File: config.mk
export PLATFORM = sky130hd
export DESIGN_NAME = ltc_cell
export DESIGN_NICKNAME = d
export VERILOG_FILES = /design/src/pkg/ltc_pkg.sv /design/src/logic/ltc_code_decode.sv /design/src/logic/ltc_sync2.sv /design/src/logic/ltc_cell.sv
export SDC_FILE = /design/constraint.sdc
export NUM_CORES = 1
export LEC_CHECK = 0
export ABC_AREA = 1
export BUFFER_PORTS_ARGS = -buffer_cell sky130_fd_sc_hd__buf_2
export CORE_AREA = 4 4 97 99
export CTS_CLUSTER_DIAMETER = 120
export DETAILED_ROUTE_END_ITERATION = 7
export DIE_AREA = 0 0 101 103
export GPL_TIMING_DRIVEN = 1
export PLACE_DENSITY = 0.53
export RECOVER_POWER = 50
export SYNTH_ARGS = -nofsm -noshare
export SYNTH_HDL_FRONTEND = slang
export SYNTH_HIERARCHICAL = 1
export SYNTH_SLANG_ARGS = --single-unit
File: constraint.sdc
create_clock -name clk_sys_in -period 1.1 [get_ports clk_sys_in]
set_clock_uncertainty 0.05 [all_clocks]
set_input_delay 0.165 -clock clk_sys_in [delete_from_list [all_inputs] [get_ports clk_sys_in]]
set_output_delay 0.165 -clock clk_sys_in [all_outputs]
set_load 0.1 [all_outputs]
File: src/pkg/ltc_pkg.sv
/*
  ltc_pkg: constants shared by the logic timer cell design.
  Assumes a single 200 MHz system clock and an active-low asynchronous reset.

// Overview of operation
// [RULE1] Code 10 passes the single input straight to the output.
// [RULE2] On-delay: output rises only after a full period of steady high input.
// [RULE3] On-delay: falling input drops output at once and abandons timing.
// [RULE4] Off-delay: rising input raises output at once.
// [RULE5] Off-delay: falling input starts timer; output drops when period ends.
// [RULE6] One-shot: rising input gives one high pulse of the set period.
// [RULE7] Retriggerable: rising input during a pulse restarts a full pulse.
// [RULE8] Pulse train: while input high, alternate high and low set-period intervals.
// [RULE9] Codes 20 to 25 AND two inputs, result feeds the timer stage.
// [RULE10] Codes 30 to 35 OR two inputs, result feeds the timer stage.
// [RULE11] Codes 20 and 30 present the gate result with no timer.
// [RULE12] Units digit 0 to 5 picks the timer behaviour.
// [RULE13] One-shot ignores rising inputs during a pulse; original expiry kept.
*/
package ltc_pkg;

  localparam int LTC_CODE_W = 7;
  localparam int LTC_TIME_W = 16;
  // tens digit of the selection code picks the input stage
  localparam logic [3:0] LTC_TENS_PASS = 4'h1;
  localparam logic [3:0] LTC_TENS_AND = 4'h2;
  localparam logic [3:0] LTC_TENS_OR = 4'h3;
  localparam logic [6:0] LTC_CODE_MIN = 7'h0a;
  localparam logic [6:0] LTC_CODE_MAX = 7'h23;
  localparam logic [6:0] LTC_TEN = 7'h0a;
  localparam logic [3:0] LTC_UNITS_MAX = 4'h5;

  typedef enum logic [2:0] {
    LTC_MODE_PASS = 3'b000,
    LTC_MODE_ON_DELAY = 3'b001,
    LTC_MODE_OFF_DELAY = 3'b010,
    LTC_MODE_SINGLE = 3'b011,
    LTC_MODE_REARM = 3'b100,
    LTC_MODE_TRAIN = 3'b101
  } ltc_mode_e;

  typedef enum logic [1:0] {
    LTC_STAGE_PASS = 2'b00,
    LTC_STAGE_AND = 2'b01,
    LTC_STAGE_OR = 2'b10,
    LTC_STAGE_OFF = 2'b11
  } ltc_stage_e;

  // reset values
  localparam logic [LTC_TIME_W-1:0] LTC_COUNT_RST = 16'h0000;
  localparam logic LTC_OUT_RST = 1'b0;
  localparam logic [1:0] LTC_SYNC_RST = 2'b00;

endpackage

File: src/logic/ltc_code_decode.sv
/*
  ltc_code_decode: splits the selection code into input stage and timer mode.
  Assumes the code is a static configuration value on the system clock.
*/
`timescale 1ns/100ps
module ltc_code_decode
  import ltc_pkg::*;
(
  input wire logic [LTC_CODE_W-1:0] code_in,
  output ltc_stage_e stage_out,
  output ltc_mode_e mode_out
);
  logic [3:0] tens;
  logic [3:0] units;
  logic [LTC_CODE_W-1:0] rest;

  always_comb begin
    tens = 4'h0;
    rest = code_in;
    for (int i = 0; i < 4; i++) begin
      if (rest >= LTC_TEN) begin
        rest = LTC_CODE_W'(rest - LTC_TEN);
        tens = 4'(tens + 4'h1);
      end
    end
    units = rest[3:0];
  end

  // [RULE12] units digit mode
  always_comb begin
    mode_out = LTC_MODE_PASS;
    case (units)
      4'h1: mode_out = LTC_MODE_ON_DELAY;
      4'h2: mode_out = LTC_MODE_OFF_DELAY;
      4'h3: mode_out = LTC_MODE_SINGLE;
      4'h4: mode_out = LTC_MODE_REARM;
      4'h5: mode_out = LTC_MODE_TRAIN;
      default: mode_out = LTC_MODE_PASS;
    endcase
  end

  // [RULE9] [RULE10] tens digit gate
  always_comb begin
    stage_out = LTC_STAGE_OFF;
    if (code_in >= LTC_CODE_MIN && code_in <= LTC_CODE_MAX && units <= LTC_UNITS_MAX) begin
      case (tens)
        LTC_TENS_PASS: stage_out = LTC_STAGE_PASS;
        LTC_TENS_AND: stage_out = LTC_STAGE_AND;
        LTC_TENS_OR: stage_out = LTC_STAGE_OR;
        default: stage_out = LTC_STAGE_OFF;
      endcase
    end
  end
endmodule

File: src/logic/ltc_sync2.sv
/*
  ltc_sync2: two-flop synchroniser for one asynchronous level.
  Assumes the caller reads only sync_out.
*/
`timescale 1ns/100ps
module ltc_sync2
  import ltc_pkg::*;
(
  input wire logic clk_sys_in,
  input wire logic reset_n_in,
  input wire logic async_in,
  output logic sync_out
);
  logic meta;

  always_ff @(posedge clk_sys_in or negedge reset_n_in) begin
    if (!reset_n_in) begin
      meta <= LTC_SYNC_RST[0];
      sync_out <= LTC_SYNC_RST[1];
    end else begin
      meta <= async_in;
      sync_out <= meta;
    end
  end
endmodule

File: src/logic/ltc_cell.sv
/*
  ltc_cell: configurable logic cell, input gate followed by a timer stage.
  Assumes terminal inputs are asynchronous to clk_sys_in; code and period are
  static configuration held by the surrounding logic. Period counts clocks.
*/
`timescale 1ns/100ps
module ltc_cell
  import ltc_pkg::*;
(
  input wire logic clk_sys_in,
  input wire logic reset_n_in,
  input wire logic sig_a_in,
  input wire logic sig_b_in,
  input wire logic [LTC_CODE_W-1:0] code_in,
  input wire logic [LTC_TIME_W-1:0] period_in,
  output logic cell_out
);
  logic rst_meta;
  logic rst_n;
  logic a_s;
  logic b_s;
  logic gate;
  logic gate_q;
  logic rise;
  logic fall;
  logic [LTC_TIME_W-1:0] count;
  logic active;
  logic phase_high;
  logic next_out;
  logic expired;
  ltc_stage_e stage;
  ltc_mode_e mode;

  always_ff @(posedge clk_sys_in or negedge reset_n_in) begin
    if (!reset_n_in) begin
      rst_meta <= 1'b0;
      rst_n <= 1'b0;
    end else begin
      rst_meta <= 1'b1;
      rst_n <= rst_meta;
    end
  end

  ltc_sync2 u_sync_a (
    .clk_sys_in(clk_sys_in),
    .reset_n_in(rst_n),
    .async_in(sig_a_in),
    .sync_out(a_s)
  );

  ltc_sync2 u_sync_b (
    .clk_sys_in(clk_sys_in),
    .reset_n_in(rst_n),
    .async_in(sig_b_in),
    .sync_out(b_s)
  );

  ltc_code_decode u_decode (
    .code_in(code_in),
    .stage_out(stage),
    .mode_out(mode)
  );

  // [RULE9] [RULE10] input stage
  always_comb begin
    case (stage)
      LTC_STAGE_PASS: gate = a_s;
      LTC_STAGE_AND: gate = a_s & b_s;
      LTC_STAGE_OR: gate = a_s | b_s;
      default: gate = 1'b0;
    endcase
  end

  always_ff @(posedge clk_sys_in or negedge rst_n) begin
    if (!rst_n) begin
      gate_q <= 1'b0;
    end else begin
      gate_q <= gate;
    end
  end

  assign rise = gate & ~gate_q;
  assign fall = ~gate & gate_q;
  // a zero period behaves as one clock so no mode can stall
  assign expired = (count <= 16'h0001);

  // timer counter and state; one process keeps a single driver per flop
  always_ff @(posedge clk_sys_in or negedge rst_n) begin
    if (!rst_n) begin
      count <= LTC_COUNT_RST;
      active <= 1'b0;
      phase_high <= 1'b0;
    end else begin
      case (mode)
        LTC_MODE_ON_DELAY: begin
          // [RULE2] start on rise
          if (rise) begin
            count <= period_in;
            active <= 1'b1;
          // [RULE3] abandon on fall
          end else if (!gate) begin
            active <= 1'b0;
            count <= LTC_COUNT_RST;
          end else if (active && !expired) begin
            count <= count - 16'h0001;
          end else if (active) begin
            active <= 1'b0;
            phase_high <= 1'b1;
          end
          if (!gate) begin
            phase_high <= 1'b0;
          end
        end
        LTC_MODE_OFF_DELAY: begin
          // [RULE5] start on fall
          if (gate) begin
            active <= 1'b0;
            phase_high <= 1'b1;
          end else if (fall) begin
            count <= period_in;
            active <= 1'b1;
          end else if (active && !expired) begin
            count <= count - 16'h0001;
          end else if (active) begin
            active <= 1'b0;
            phase_high <= 1'b0;
          end
        end
        LTC_MODE_SINGLE, LTC_MODE_REARM: begin
          // [RULE6] [RULE7] [RULE13] pulse start and restart
          if (rise && (!active || mode == LTC_MODE_REARM)) begin
            count <= period_in;
            active <= 1'b1;
            phase_high <= 1'b1;
          end else if (active && !expired) begin
            count <= count - 16'h0001;
          end else if (active) begin
            active <= 1'b0;
            phase_high <= 1'b0;
          end
        end
        LTC_MODE_TRAIN: begin
          // [RULE8] alternate intervals
          if (!gate) begin
            active <= 1'b0;
            phase_high <= 1'b0;
          end else if (rise || !active) begin
            count <= period_in;
            active <= 1'b1;
            phase_high <= 1'b1;
          end else if (!expired) begin
            count <= count - 16'h0001;
          end else begin
            count <= period_in;
            phase_high <= ~phase_high;
          end
        end
        default: begin
          active <= 1'b0;
          phase_high <= 1'b0;
          count <= LTC_COUNT_RST;
        end
      endcase
    end
  end

  // [RULE4] immediate high in off-delay
  always_comb begin
    case (mode)
      // [RULE1] [RULE11] no timer stage
      LTC_MODE_PASS: next_out = gate;
      LTC_MODE_OFF_DELAY: next_out = gate | phase_high;
      // [RULE3] low at once
      LTC_MODE_ON_DELAY: next_out = gate & phase_high;
      default: next_out = phase_high;
    endcase
  end

  always_ff @(posedge clk_sys_in or negedge rst_n) begin
    if (!rst_n) begin
      cell_out <= LTC_OUT_RST;
    end else begin
      cell_out <= next_out;
    end
  end
endmodule

==> tab_implementation.tex <==
\begin{tabular}{lr}
\hline
Metric & Value \\
\hline
\multicolumn{2}{l}{\textbf{Timing}} \\
Period minus WS final & 3950 ps \\
Transition time at the pin with the least slew margin & 675 ps \\
Final-report setup violation count & 20 \\
Unrepaired setup endpoints after global routing & yes \\
Total Neg Setup Slack & -55180 ps \\
Maximum clock rate & 0.253 GHz \\
Hold violation count in the final report & 0 \\
Headroom to the max-slew limit & 55.0\% \\
Final period util & 359\% \\
Max-slew violation count & 0 \\
Worst setup margin & -2850 ps \\
\multicolumn{2}{l}{\textbf{Clocking}} \\
CTS Buf Count & 3 \\
Max Buffers Root-to-Sink & 2 \\
Clock slew at the register clock pins of the worst setup and hold paths & 100 ps \\
Root Buffer & clkbuf\_8 \\
TritonCTS clock tree & done \\
Number of H-tree levels & 1 \\
Count of clock tree sinks & 26 \\
Clock latency reported for the late side of the worst-skew pair & 280 ps \\
\multicolumn{2}{l}{\textbf{Power}} \\
Max VDD drop & 0.892 mV \\
Leakage Power & 0.00264 uW \\
Post-route total power & 7100 uW \\
Total power divided by cell area & 1440 nW/um\^{}2 \\
\multicolumn{2}{l}{\textbf{Detailed routing}} \\
DR vias & 3499 \\
Average via count per standard cell & 4.70 \\
Post-route DRC & 0 \\
Post-DRT Antenna Nets & 0 \\
Number of search-and-repair iterations in the first detailed-routing pass & 4 \\
DR WL/cell & 13.0 um \\
DR iter-0 viols & 113 \\
Detailed Route WL & 9710 um \\
\multicolumn{2}{l}{\textbf{Global routing}} \\
GRT Util Overall & 18.3\% \\
Number of antenna violations at the first check in global routing & 0 \\
First-pass GRT wire length & 15400 um \\
Overflow left after global routing & 0 \\
Vias in the first global route & 3285 \\
Maximum number of pins on one net before global-route repair & 25 \\
\multicolumn{2}{l}{\textbf{Worst hold path}} \\
Path class of the lowest-slack min-delay path & input port to register \\
Hold Startpoint & period\_in[15] \\
Cell depth of the worst min-delay path & 5 \\
End point of the most critical hold path & count[15]\$\_DFFE\_PN0P\_ \\
\multicolumn{2}{l}{\textbf{Placement}} \\
Number of port buffers & 27 \\
Post-DP HPWL & 6680 um \\
Final Wtd Congestion & 0.879 \\
Post-placement cell count & 709 \\
\multicolumn{2}{l}{\textbf{Yosys}} \\
Mean instance size in the synthesized netlist & 6.31 um\^{}2 \\
Synthesized netlist cell count & 475 \\
Post-synth cell types & 38 \\
Sequential share of the synthesized area & 21.7\% \\
Net count after synthesis & 510 \\
Number of register bits inferred by synthesis & 26 \\
Post-synthesis cell area & 3000 um\^{}2 \\
Synthesis Warnings & 6 \\
\multicolumn{2}{l}{\textbf{Run status}} \\
Run status & complete, but fails checks \\
Failing checks & negative setup slack \\
\multicolumn{2}{l}{\textbf{Layout}} \\
Fraction of final layout cells sized beyond drive strength 1 & 49.1\% \\
Fin nets & 673 \\
Area growth from synthesis to layout & 64.7\% \\
Largest register FFs & 16 \\
Final antenna diode count & 0 \\
Largest register by flop count & count \\
Non-filler instance count after layout & 745 \\
\multicolumn{2}{l}{\textbf{Floorplanning}} \\
Floorplan core area & 8550 um\^{}2 \\
Area enclosed by the die boundary & 10400 um\^{}2 \\
Height of the die & 103 um \\
Initial core utilization & 35.0\% \\
Io pins & 28 \\
Standard-cell rows & 34 \\
Die outline width & 101 um \\
\multicolumn{2}{l}{\textbf{Worst setup path}} \\
Type of element launching the critical path & input port \\
Source of the worst register-to-register timing path & count[0]\$\_DFFE\_PN0P\_ \\
R2R depth & 13 \\
Arrival time reported for the critical path endpoint & 4070 ps \\
Standard cell with the maximum stage delay on the critical path & a21oi\_4 \\
Register-to-register setup slack & -880 ps \\
Worst path most repeated cell & nand2\_4 \\
Worst setup path category & input port to register \\
Critical path's largest stage delay & 200 ps \\
Reg-to-reg critical path endpoint & count[7]\$\_DFFE\_PN0P\_ \\
Crit. End Element & register \\
Data required, critical path & 1220 ps \\
Max Fanout on Critical Path & 8 \\
\multicolumn{2}{l}{\textbf{Flow run}} \\
Total of max-cap violations & 0 \\
\hline
\end{tabular}
==> per-layer routing <==
| metal | share of wire, % | global-route usage (%) | up-vias |
|---|---|---|---|
| met3 | 2.9 | 2.10 | 10 |
| li1 | - | - | 1826 |
| met1 | 45 | 25.3 | 1611 |
| met2 | 51 | 31.4 | 52 |
| met5 | 0 | 0 | - |
| met4 | 1.1 | 2.56 | 0 |
==> how the worst max path moves through the flow <==
| stage | startpoint | endpoint | slack, ps | cells after the start |
|---|---|---|---|---|
| floorplan | code_in[2] | count[8]$_DFFE_PN0P_ | -2660 | 43 |
| global placement | code_in[2] | count[5]$_DFFE_PN0P_ | -3160 | 41 |
| detailed placement | code_in[2] | count[4]$_DFFE_PN0P_ | -3260 | 40 |
| CTS | code_in[1] | count[9]$_DFFE_PN0P_ | -2690 | 44 |
| global route | code_in[2] | count[9]$_DFFE_PN0P_ | -3100 | 42 |
| finish | code_in[2] | count[7]$_DFFE_PN0P_ | -2850 | 40 |
==> layout by cell type (no fill, tap or decap), drive strengths merged, types with 2 or more instances in the layout <==
cell type,instances
ha,8
dlygate4sd3,3
clkbuf,5
o211ai,8
nand2,194
dfrtp,26
inv,64
o21ai,29
xor2,12
xnor2,2
a21oi,10
nand3,45
or2,4
nand4,9
nor3,6
nor2,44
buf,159
nand3b,2
==> logic make-up (layout without fill, tap and decap cells) <==
logic type,after synthesis,count (layout),share of synthesized area (%)
AOI/OAI and AO/OA,50,50,10.2
buffers and inverters,73,233,10.2
and+or+nand+nor,303,305,50.3
adders and majority gates,8,8,3.34
DFF,26,26,21.7
other,1,1,0.125
xor gates and xnor gates,14,14,4.09
==> what timing repair did <==
action                                 CTS  global route
endpoints found under the hold margin    4             0
resized for setup                       49            80
pin swaps                               32            37
hold buffers                             3             0
setup buffers                           16            14
gates cloned                             2             0
setup endpoints to repair               20            20
==> area by class of cell <==
type,count,area [um^2]
Clock buffer,3,41.3
Clock inverter,1,30.0
Fill cell,783,3610
Inverter,65,283
Multi-Input combinational cell,378,2520
Sequential cell,26,651
Tap cell,108,135
Timing Repair Buffer,164,1280
==> power breakdown <==
part / internal [uW] / switching, uW / leakage (uW)
combinational: 2270 / 2950 / 0.00225
clock: 487 / 340 / 0.0000357
sequential: 1010 / 34.8 / 0.000349
total: 3770 / 3320 / 0.00264
==> worst max-delay path: cells and delay by family <==
family          cells  cell delay, ps
compound gates      2             270
simple gates       27            2520
fa+ha+maj           1             140
buf+inv            10             970
==> synth_stat cells (all sizes together) <==
| cell | n | area share (%) |
|---|---|---|
| or2 | 4 | 0.84 |
| nand3b | 2 | 0.50 |
| o21bai | 1 | 0.25 |
| nor2 | 44 | 7.4 |
| dfrtp | 26 | 22 |
| ha | 8 | 3.3 |
| conb | 1 | 0.13 |
| buf | 8 | 2.1 |
| nand3 | 45 | 9.6 |
| nor3 | 6 | 1.4 |
| a2111oi | 1 | 0.29 |
| xnor2 | 2 | 0.58 |
| nor4 | 1 | 0.21 |
| a21oi | 10 | 2.0 |
| xor2 | 12 | 3.5 |
| inv | 65 | 8.1 |
| o211ai | 8 | 2.3 |
| o32ai | 1 | 0.29 |
| o21ai | 29 | 5.0 |
| nand2 | 192 | 28 |
| nand4 | 9 | 2.1 |
==> through the flow <==
step / hold WS [ps] / cell area (um^2) / utilization (%) / setup WS [ps]
2_1_floorplan: -181 / 3100 / - / -2660
3_3_place_gp: -99.6 / 4160 / 48.7 / -3160
3_5_place_dp: -97.2 / 4160 / 48.7 / -3260
4_1_cts: 128 / 4580 / 53.6 / -2690
5_1_grt: 138 / 4940 / 57.7 / -3100
6_report: 136 / 4940 / 57.7 / -2850
Note: power is estimated with default switching activity, not from simulation.
